--- src/inc/rcl_cfg.svh ---
// constants for the reset cause and low power block
// assumes a 20 MHz system clock and word-aligned avalon addressing
`ifndef RCL_CFG_SVH
`define RCL_CFG_SVH
// ----------------------------------------------------------------
// register map (byte addresses)
// ----------------------------------------------------------------
`define RCL_ADDR_FLAGS 12'hFF0
`define RCL_ADDR_PWR 12'hF80
`define RCL_ADDR_STAT 12'hF84
// ----------------------------------------------------------------
// field positions
// ----------------------------------------------------------------
`define RCL_BIT_POR 7
`define RCL_BIT_STOP 6
`define RCL_BIT_WDT 5
`define RCL_BIT_EXT 4
`define RCL_RSVD_MASK 8'h0F
`define RCL_UPPER_MASK 8'hF0
`define RCL_FLAGS_RST 8'h80
`define RCL_FLAGS_EXT 8'h10
`define RCL_PWR_RST 8'h88
// ----------------------------------------------------------------
// recovery hold counts (system clock cycles)
// ----------------------------------------------------------------
`define RCL_HOLD_IPO 16'd66
`define RCL_HOLD_XTAL 16'd5000
`define RCL_CNT_W 16
`endif

--- src/inc/rcl_pkg.sv ---
// types shared by the reset cause and low power block
// assumes nothing beyond the cfg header
package rcl_pkg;
   typedef enum logic [3:0] {
      RCL_RUN = 4'b0001,
      RCL_HALT = 4'b0010,
      RCL_STOP = 4'b0100,
      RCL_RECOVER = 4'b1000
   } rcl_mode_t;
endpackage

--- src/inc/rcl_bus_if.sv ---
// interface between the avalon slave and the register core
// assumes one clock domain
`timescale 1ns/1ps
`default_nettype none
interface rcl_bus_if;
   logic rd;
   logic wr;
   logic [11:0] addr;
   logic [7:0] wdata;
   logic [7:0] rdata;
   modport slave (output rd, output wr, output addr, output wdata, input rdata);
   modport core (input rd, input wr, input addr, input wdata, output rdata);
endinterface
`default_nettype wire

--- src/core/rcl_avs.sv ---
// avalon-mm slave front end: one wait state, registered answer one cycle after the request
// assumes the master holds its request until waitrequest is low
`timescale 1ns/1ps
`default_nettype none
`include "rcl_cfg.svh"
module rcl_avs
   import rcl_pkg::*;
(
   input wire logic clk_i,
   input wire logic sys_rst_i,
   input wire logic [11:0] avs_address_i,
   input wire logic avs_read_i,
   input wire logic avs_write_i,
   input wire logic [31:0] avs_writedata_i,
   output logic avs_waitrequest_o,
   output logic [31:0] avs_readdata_o,
   rcl_bus_if.slave bus
);
   logic ack;
   logic take;
   // ----------------------------------------------------------------
   // handshake
   // ----------------------------------------------------------------
   // a request is taken in its first cycle; ack marks the answer cycle after it
   assign take = (avs_read_i | avs_write_i) & ~ack;
   always_ff @(posedge clk_i) begin
      if (sys_rst_i) begin
         ack <= 1'b0;
      end else begin
         ack <= take;
      end
   end
   // waitrequest is a flop so the top output stays registered; low only in the answer cycle
   always_ff @(posedge clk_i) begin
      if (sys_rst_i) begin
         avs_waitrequest_o <= 1'b1;
      end else begin
         avs_waitrequest_o <= ~take;
      end
   end
   // read data is captured at the edge where the read clear lands, so nothing set is lost
   always_ff @(posedge clk_i) begin
      if (sys_rst_i) begin
         avs_readdata_o <= 32'h00000000;
      end else if (take && avs_read_i) begin
         avs_readdata_o <= {24'h000000, bus.rdata};
      end
   end
   assign bus.rd = avs_read_i & take;
   assign bus.wr = avs_write_i & ack; // write lands at the edge the master sees waitrequest low
   assign bus.addr = avs_address_i;
   assign bus.wdata = avs_writedata_i[7:0];
endmodule
`default_nettype wire

--- src/core/rcl_top.sv ---
// reset cause flags and low power mode sequencer
// assumes event inputs are synchronous one-cycle pulses except pins
`timescale 1ns/1ps
`default_nettype none
`include "rcl_cfg.svh"
module rcl_top
   import rcl_pkg::*;
(
   input wire logic clk_i,
   input wire logic sys_rst_i,
   input wire logic [11:0] avs_address_i,
   input wire logic avs_read_i,
   input wire logic avs_write_i,
   input wire logic [31:0] avs_writedata_i,
   output logic avs_waitrequest_o,
   output logic [31:0] avs_readdata_o,
   input wire logic por_evt_i,
   input wire logic ext_pin_rst_i,
   input wire logic wdt_timeout_i,
   input wire logic wdt_reset_cfg_i,
   input wire logic dbg_ctl_rst_i,
   input wire logic debug_line_n_i,
   input wire logic gpio_wake_i,
   input wire logic stop_instr_i,
   input wire logic halt_instr_i,
   input wire logic irq_i,
   input wire logic brownout_rst_i,
   input wire logic xtal_en_i,
   input wire logic wdt_en_i,
   input wire logic bod_stop_opt_i,
   output logic cpu_run_o,
   output logic cpu_rst_o,
   output logic sysclk_en_o,
   output logic osc_en_o,
   output logic xtal_pins_gpio_o,
   output logic wdt_run_o,
   output logic bod_run_o,
   output logic periph_run_o,
   output logic ipo_select_o,
   output logic [7:0] periph_dis_o,
   output logic [7:0] wdt_ctl_o,
   output logic wdt_ctl_wr_o
);
   rcl_bus_if bus();
   rcl_mode_t mode;
   rcl_mode_t next_mode;
   logic [7:0] flags;
   logic [7:0] next_flags;
   logic [7:0] pwr;
   logic [`RCL_CNT_W-1:0] hold_cnt;
   logic [1:0] dbg_sync;
   logic [1:0] gp_sync;
   logic gp_prev;
   logic gp_edge;
   logic dbg_low;
   logic stop_pin_rst;
   logic rec_gpio;
   logic rec_wdt;
   logic [7:0] rdata;

   // ----------------------------------------------------------------
   // bus front end
   // ----------------------------------------------------------------
   rcl_avs u_avs (
      .clk_i(clk_i),
      .sys_rst_i(sys_rst_i),
      .avs_address_i(avs_address_i),
      .avs_read_i(avs_read_i),
      .avs_write_i(avs_write_i),
      .avs_writedata_i(avs_writedata_i),
      .avs_waitrequest_o(avs_waitrequest_o),
      .avs_readdata_o(avs_readdata_o),
      .bus(bus)
   );

   function automatic logic hit(input logic [11:0] a, input logic [11:0] b);
      hit = (a == b);
   endfunction

   // ----------------------------------------------------------------
   // pin synchronisers
   // ----------------------------------------------------------------
   // debug and wake pins are asynchronous, two stages before any logic looks at them
   always_ff @(posedge clk_i) begin
      if (sys_rst_i) begin
         dbg_sync <= 2'b11;
         gp_sync <= 2'b00;
         gp_prev <= 1'b0;
      end else begin
         dbg_sync <= {dbg_sync[0], debug_line_n_i};
         gp_sync <= {gp_sync[0], gpio_wake_i};
         gp_prev <= gp_sync[1];
      end
   end
   assign dbg_low = ~dbg_sync[1];
   assign gp_edge = gp_sync[1] ^ gp_prev; // either direction wakes

   // wake events only count while stopped
   assign rec_gpio = (mode == RCL_STOP) & gp_edge & ~wdt_timeout_i;
   assign rec_wdt = (mode == RCL_STOP) & wdt_timeout_i;
   assign stop_pin_rst = (mode == RCL_STOP) & (ext_pin_rst_i | dbg_low);

   // ----------------------------------------------------------------
   // cause flags next value
   // ----------------------------------------------------------------
   // later events in the chain take priority; read clear first so sets win
   always_comb begin
      next_flags = flags;
      if (bus.rd && hit(bus.addr, `RCL_ADDR_FLAGS)) begin
         next_flags = flags & ~`RCL_UPPER_MASK;
      end
      if (wdt_timeout_i && mode != RCL_STOP) begin
         next_flags[`RCL_BIT_POR] = 1'b0;
         next_flags[`RCL_BIT_STOP] = 1'b0;
         next_flags[`RCL_BIT_WDT] = 1'b1;
         if (wdt_reset_cfg_i) begin
            next_flags[`RCL_BIT_EXT] = 1'b0;
         end
      end
      if (rec_wdt) begin
         next_flags[`RCL_BIT_POR] = 1'b0;
         next_flags[`RCL_BIT_STOP] = 1'b1;
         next_flags[`RCL_BIT_WDT] = 1'b1;
      end
      if (rec_gpio) begin
         next_flags[`RCL_BIT_POR] = 1'b0;
         next_flags[`RCL_BIT_STOP] = 1'b1;
         next_flags[`RCL_BIT_WDT] = 1'b0;
         next_flags[`RCL_BIT_EXT] = 1'b0;
      end
      if (ext_pin_rst_i) begin
         next_flags = `RCL_FLAGS_EXT;
      end
      if (dbg_ctl_rst_i || (mode == RCL_STOP && dbg_low)) begin
         next_flags = `RCL_FLAGS_RST;
      end
      if (por_evt_i) begin
         next_flags = `RCL_FLAGS_RST;
      end
      next_flags = next_flags & `RCL_UPPER_MASK;
   end

   always_ff @(posedge clk_i) begin
      if (sys_rst_i) begin
         flags <= `RCL_FLAGS_RST;
      end else begin
         flags <= next_flags;
      end
   end

   // read data is the pre-clear value
   always_comb begin
      rdata = 8'h00;
      if (hit(bus.addr, `RCL_ADDR_FLAGS)) begin
         rdata = flags;
      end else if (hit(bus.addr, `RCL_ADDR_PWR)) begin
         rdata = pwr;
      end else if (hit(bus.addr, `RCL_ADDR_STAT)) begin
         rdata = {4'h0, mode};
      end
   end
   assign bus.rdata = rdata;

   // ----------------------------------------------------------------
   // writable registers
   // ----------------------------------------------------------------
   // peripheral disables live only through power-on, like the real block
   always_ff @(posedge clk_i) begin
      if (sys_rst_i) begin
         pwr <= `RCL_PWR_RST;
      end else if (por_evt_i) begin
         pwr <= `RCL_PWR_RST;
      end else if (bus.wr && hit(bus.addr, `RCL_ADDR_PWR)) begin
         pwr <= bus.wdata;
      end
   end

   // writes at the flags address go to watchdog control instead
   always_ff @(posedge clk_i) begin
      if (sys_rst_i) begin
         wdt_ctl_o <= 8'h00;
         wdt_ctl_wr_o <= 1'b0;
      end else begin
         wdt_ctl_wr_o <= bus.wr && hit(bus.addr, `RCL_ADDR_FLAGS);
         if (bus.wr && hit(bus.addr, `RCL_ADDR_FLAGS)) begin
            wdt_ctl_o <= bus.wdata & ~`RCL_RSVD_MASK;
         end
      end
   end

   // ----------------------------------------------------------------
   // mode sequencer
   // ----------------------------------------------------------------
   // full resets return to run; a wake leaves stop through recovery, a pin reset goes straight to run
   always_comb begin
      next_mode = mode;
      case (mode)
         RCL_RUN: begin
            if (stop_instr_i) begin
               next_mode = RCL_STOP;
            end else if (halt_instr_i) begin
               next_mode = RCL_HALT;
            end
         end
         RCL_HALT: begin
            if (irq_i || wdt_timeout_i || brownout_rst_i || ext_pin_rst_i) begin
               next_mode = RCL_RUN;
            end
         end
         RCL_STOP: begin
            if (rec_gpio || rec_wdt) begin
               next_mode = RCL_RECOVER;
            end else if (stop_pin_rst) begin
               next_mode = RCL_RUN;
            end
         end
         RCL_RECOVER: begin
            if (hold_cnt == '0) begin
               next_mode = RCL_RUN;
            end
         end
         default: begin
            next_mode = RCL_RUN;
         end
      endcase
      if (por_evt_i || dbg_ctl_rst_i) begin
         next_mode = RCL_RUN;
      end
   end

   always_ff @(posedge clk_i) begin
      if (sys_rst_i) begin
         mode <= RCL_RUN;
      end else begin
         mode <= next_mode;
      end
   end

   // recovery hold: load on entry, count down to zero
   always_ff @(posedge clk_i) begin
      if (sys_rst_i) begin
         hold_cnt <= '0;
      end else if (mode == RCL_STOP && next_mode == RCL_RECOVER) begin
         hold_cnt <= xtal_en_i ? `RCL_HOLD_XTAL - 16'd1 : `RCL_HOLD_IPO - 16'd1;
      end else if (hold_cnt != '0) begin
         hold_cnt <= hold_cnt - 16'd1;
      end
   end

   // ----------------------------------------------------------------
   // registered control outputs
   // ----------------------------------------------------------------
   always_ff @(posedge clk_i) begin
      if (sys_rst_i) begin
         cpu_run_o <= 1'b1;
         cpu_rst_o <= 1'b0;
         sysclk_en_o <= 1'b1;
         osc_en_o <= 1'b1;
         xtal_pins_gpio_o <= 1'b0;
         wdt_run_o <= 1'b0;
         bod_run_o <= 1'b1;
         periph_run_o <= 1'b1;
         periph_dis_o <= `RCL_PWR_RST;
      end else begin
         cpu_run_o <= (next_mode == RCL_RUN);
         cpu_rst_o <= (next_mode == RCL_RECOVER);
         sysclk_en_o <= (next_mode != RCL_STOP);
         osc_en_o <= (next_mode != RCL_STOP);
         xtal_pins_gpio_o <= (next_mode == RCL_STOP) | ~xtal_en_i;
         wdt_run_o <= wdt_en_i;
         bod_run_o <= (next_mode != RCL_STOP) | bod_stop_opt_i;
         periph_run_o <= (next_mode != RCL_STOP);
         periph_dis_o <= pwr;
      end
   end

   // recovery forces the internal fast oscillator; software moves it later
   always_ff @(posedge clk_i) begin
      if (sys_rst_i) begin
         ipo_select_o <= 1'b1;
      end else if (next_mode == RCL_RECOVER) begin
         ipo_select_o <= 1'b1;
      end else if (bus.wr && hit(bus.addr, `RCL_ADDR_STAT)) begin
         ipo_select_o <= bus.wdata[0];
      end
   end

   // ----------------------------------------------------------------
   // assertions
   // ----------------------------------------------------------------
   property p_read_clear;
      @(posedge clk_i) disable iff (sys_rst_i)
      (bus.rd && hit(bus.addr, `RCL_ADDR_FLAGS) && !por_evt_i && !ext_pin_rst_i && !wdt_timeout_i
         && !dbg_ctl_rst_i && mode != RCL_STOP) |=> (flags == 8'h00);
   endproperty
   a_read_clear: assert property (p_read_clear) else $error("flags not cleared by read");
   property p_reserved;
      @(posedge clk_i) disable iff (sys_rst_i) (flags[3:0] == 4'h0);
   endproperty
   a_reserved: assert property (p_reserved) else $error("reserved flag bits set");
   property p_por;
      @(posedge clk_i) disable iff (sys_rst_i) por_evt_i |=> (flags == 8'h80) && (mode == RCL_RUN);
   endproperty
   a_por: assert property (p_por) else $error("power-on flags wrong");
   property p_ext;
      @(posedge clk_i) disable iff (sys_rst_i)
      (ext_pin_rst_i && !por_evt_i && !dbg_ctl_rst_i && !(mode == RCL_STOP && dbg_low)) |=> flags == 8'h10;
   endproperty
   a_ext: assert property (p_ext) else $error("external flags wrong");
   property p_wdt_rec;
      @(posedge clk_i) disable iff (sys_rst_i)
      (rec_wdt && !ext_pin_rst_i && !por_evt_i && !dbg_ctl_rst_i && !dbg_low) |=> flags[6:5] == 2'b11;
   endproperty
   a_wdt_rec: assert property (p_wdt_rec) else $error("watchdog recovery flags wrong");
   property p_dbg;
      @(posedge clk_i) disable iff (sys_rst_i) (dbg_ctl_rst_i && !por_evt_i) |=> flags == 8'h80;
   endproperty
   a_dbg: assert property (p_dbg) else $error("debugger reset flags wrong");
   property p_stop_clk;
      @(posedge clk_i) disable iff (sys_rst_i) (mode == RCL_STOP) |-> !sysclk_en_o && !cpu_run_o;
   endproperty
   a_stop_clk: assert property (p_stop_clk) else $error("clock running in stop");
   property p_hold;
      @(posedge clk_i) disable iff (sys_rst_i)
      (mode == RCL_STOP && next_mode == RCL_RECOVER && !xtal_en_i && !por_evt_i && !dbg_ctl_rst_i)
         |=> (mode == RCL_RECOVER) [*8] ##58 (mode == RCL_RECOVER) ##1 (mode == RCL_RUN); // 66 cycles exactly
   endproperty
   a_hold: assert property (p_hold) else $error("recovery hold length wrong");
   property p_halt_exit;
      @(posedge clk_i) disable iff (sys_rst_i) (mode == RCL_HALT && irq_i) |=> mode == RCL_RUN;
   endproperty
   a_halt_exit: assert property (p_halt_exit) else $error("halt not left on interrupt");
   c_halt: cover property (@(posedge clk_i) mode == RCL_HALT ##1 mode == RCL_RUN);
   c_recover: cover property (@(posedge clk_i) mode == RCL_RECOVER ##1 mode == RCL_RUN);
   c_read: cover property (@(posedge clk_i) bus.rd && flags != 8'h00);
endmodule
`default_nettype wire

--- config.mk ---
export PLATFORM = sky130hd
export DESIGN_NAME = rcl_top
export DESIGN_NICKNAME = d
export VERILOG_FILES = /design/src/inc/rcl_pkg.sv /design/src/inc/rcl_bus_if.sv /design/src/core/rcl_avs.sv /design/src/core/rcl_top.sv
export VERILOG_INCLUDE_DIRS = /design/src /design/src/inc
export SDC_FILE = /design/constraint.sdc
export NUM_CORES = 1
export LEC_CHECK = 0
export ABC_AREA = 1
export BUFFER_PORTS_ARGS = -buffer_cell sky130_fd_sc_hd__buf_2
export CELL_PAD_IN_SITES_DETAIL_PLACEMENT = 0
export CELL_PAD_IN_SITES_GLOBAL_PLACEMENT = 1
export CORE_MARGIN = 1.5
export CORE_UTILIZATION = 34
export CTS_CLUSTER_SIZE = 24
export DETAILED_ROUTE_END_ITERATION = 6
export HOLD_SLACK_MARGIN = 0.02
export PLACE_DENSITY = 0.84
export SLEW_MARGIN = 25
export SYNTH_ARGS = -nofsm -noshare
export SYNTH_HDL_FRONTEND = slang
export SYNTH_SLANG_ARGS = --single-unit
--- constraint.sdc ---
create_clock -name clk_i -period 1.78 [get_ports clk_i]
set_input_delay 0.178 -clock clk_i [delete_from_list [all_inputs] [get_ports clk_i]]
set_output_delay 0.178 -clock clk_i [all_outputs]
set_load 0.02 [all_outputs]
==> flow_metrics.env <==
export IMPL_outcome="complete, no violations"
export IMPL_die_width_um=97.23
export IMPL_first_iter_violations=56
export IMPL_cap_violations=0
export IMPL_num_antenna_cells=0
export IMPL_critPathMaxFanout=11
export IMPL_path_clk_slew_ns=0.07
export IMPL_hold_viol_final=0
export IMPL_worstPathRequired_ns=2.02
export IMPL_async_reset_ff_frac=0
export IMPL_critPathKind="flop to flop"
export IMPL_holdWs_ns=0.04048
export IMPL_grt_busiest_layer="met2"
export IMPL_area_growth_pct=22.21
export IMPL_avgSynthCellArea_um2=7.722
export IMPL_groute_usage_overall=0.1446
export IMPL_yosys_warnings=0
export IMPL_nFillCells=908
export IMPL_synthCells=391
export IMPL_final_max_slew_viol_count=0
export IMPL_arrival_ns=1.82
export IMPL_fin_area_um2=3690
export IMPL_dp_slack_ns=0.08218
export IMPL_hold_end="gp_sync[0]"
export IMPL_min_period_over_period=0.8917
export IMPL_synth_flop_cell="dfxtp_1"
export IMPL_holdPathStages=3
export IMPL_synth_seq_cells=67
export IMPL_grt_start_max_net_pins=22
export IMPL_wl_per_cell_um=11.30
export IMPL_via_per_inst=4.472
export IMPL_cts_root_buffer="clkbuf_8"
export IMPL_use_met3=0.05755
export IMPL_r2r_start="mode[0]"
export IMPL_ys_seq_area_frac=0.4443
export IMPL_met2_usage=0.2356
export IMPL_hold_start="gpio_wake_i"
export IMPL_rows=34
export IMPL_clk_latency_ns=0.35
export IMPL_yosysTopAreaCell="dfxtp_1"
export IMPL_timing_final_crit_period_ns=1.587
export IMPL_reg2reg_slack_ns=0.19
export IMPL_ant_nets=0
export IMPL_nets=536
export IMPL_worst_ir_drop_vdd_v=0.0004994
export IMPL_tns_ns=0
export IMPL_setup_slack_ns=0.1928
export IMPL_numCtsBuffers=9
export IMPL_grt_pass1_vias=2452
export IMPL_ys_types=40
export IMPL_vias=2616
export IMPL_cts_sinks=67
export IMPL_drive_above_1_share=0.2453
export IMPL_wl_um=6610
export IMPL_io_pins=121
export IMPL_cts_tree="built"
export IMPL_antenna_found_initial=0
export IMPL_dr_pass1_iters=4
export IMPL_globalRouteMet1Util=0.1715
export IMPL_p_leak_nw=1.716
export IMPL_synth_edff_count=0
export IMPL_netlist_area_um2=3019
export IMPL_die_area_um2=9454
export IMPL_clockBufferDepth=2
export IMPL_synth_top_cells_by_area="dfxtp_1, buf_4, nand2_1, inv_1, nor2_1"
export IMPL_hold_path_class="primary input to flop"
export IMPL_post_dp_hpwl_um=4948
export IMPL_grt_pass1_wl_um=10990
export IMPL_skew_ns=0.009166
export IMPL_die_h_um=97.23
export IMPL_ctsHtreeMaxLevel=3
export IMPL_rsz0062_at_grt="no"
export IMPL_core_um2=8678
export IMPL_worst_r2r_path_depth=9
export IMPL_setup_viol=0
export IMPL_drcViolationCount=0
export IMPL_start_kind="flop"
export IMPL_crit_path_end_kind="flop"
export IMPL_yosys_area_top_type_share=0.4443
export IMPL_max_freq_mhz=630.1
export IMPL_r2r_end="hold_cnt[15]"
export IMPL_io_buffers=68
export IMPL_grt_overflow=0
export IMPL_start_util=0.3479
export IMPL_place_area_um2=3395
export IMPL_powerDensity_nw_per_um2=1219
export IMPL_total_power_mw=4.499
export IMPL_routabilityCongestion=0.8196
==> how the worst max path moves through the flow <==
stage / startpoint / to / slack (ns) / cells after the start
6_report: mode[0] / hold_cnt[15] / 0.19 / 9
2_1_floorplan: hold_cnt[0] / hold_cnt[1] / 0.25 / 12
3_5_place_dp: hold_cnt[0] / hold_cnt[1] / 0.08 / 12
5_1_grt: mode[3] / hold_cnt[15] / 0.009 / 8
3_3_place_gp: hold_cnt[0] / hold_cnt[1] / 0.11 / 12
4_1_cts: hold_cnt[0] / hold_cnt[1] / 0.06 / 12
==> what timing repair did <==
action	4_1_cts	5_1_grt
endpoints found under the setup margin	0	10
gates resized for setup	0	3
endpoints found under the hold margin	3	0
setup buffers	0	2
hold buffers	3	0
==> synthesized netlist by cell type, drive strengths merged (3+ instances only) <==
cell type	count
a31oi	4
buf	34
nor3	6
or2	4
nand3	24
nor2	51
nor4	3
nand2	61
clkbuf	3
nand4	9
o21ai	16
dfxtp	67
inv	54
a21oi	26
xor2	12
==> per-stage QoR <==
| stage | util | instances |
|---|---|---|
| after floorplan | - | 418 |
| after global placement | 0.3911 | 565 |
| after detailed placement | 0.3911 | 565 |
| after CTS | 0.4220 | 583 |
| after global routing | 0.4252 | 585 |
| final | 0.4252 | 585 |
==> cells by family (layout without fill, tap and decap cells) <==
family,after synthesis,count (layout),synth area share
simple gates,161,161,0.2511
compound gates,57,57,0.1077
flops,67,67,0.4443
fa+ha+maj,1,1,0.004144
other cells,1,28,0.001242
buf+inv,91,150,0.1537
xor+xnor,13,13,0.03771
==> worst max-delay path: stages (launching register included) <==
cell and delay, ns:
dfxtp_1 0.33, inv_2 0.10, nand2_1 0.12, nor3_2 0.24, nand2_1 0.11, nand2_2 0.12, nand3_4 0.16, buf_4 0.19
o2111ai_1 0.06, inv_1 0.05
==> area by class of cell <==
cell class | instances | area, µm² | area share
Clock inverter | 6 | 113.9 | 0.03086
Inverter | 54 | 202.7 | 0.05493
Clock buffer | 9 | 123.9 | 0.03357
Multi-Input combinational cell | 260 | 1328 | 0.3598
Tap cell | 108 | 135.1 | 0.03662
Timing Repair Buffer | 81 | 445.4 | 0.1207
Sequential cell | 67 | 1341 | 0.3635
==> report_power, final <==
part | switching, mW | internal, mW
Clock | 0.596 | 0.927
Combinational | 0.751 | 0.491
Sequential | 0.0919 | 1.64
Total | 1.44 | 3.06
==> metal layers <==
| metal | wire length (µm) | share of wire |
|---|---|---|
| met2 | 3027 | 0.46 |
| met4 | 77 | 0.012 |
| met3 | 446 | 0.067 |
| met1 | 3058 | 0.46 |
| met5 | 0 | 0 |
==> flip-flops by register name (all words and copies together), names as in the netlist, 2 cells and up <==
register,cells
hold_cnt,16
periph_dis_o,8
pwr,8
u_avs.avs_readdata_o,8
flags,4
mode,4
wdt_ctl_o,4
dbg_sync,2
gp_sync,2
==> placed cells by master, fill, tap and decap left out, types with 4 or more instances in the layout <==
cell	count
nand2_1	56
a21oi_1	26
inv_2	4
dfxtp_1	67
xor2_1	12
buf_4	10
a31oi_1	4
inv_1	50
nor2_1	45
clkbuf_8	9
nand2_2	5
o21ai_0	15
buf_2	68
nand4_1	9
conb_1	28
nor2_2	5
nor3_1	4
nand3_1	20
Note: power is estimated with default switching activity, not from simulation.
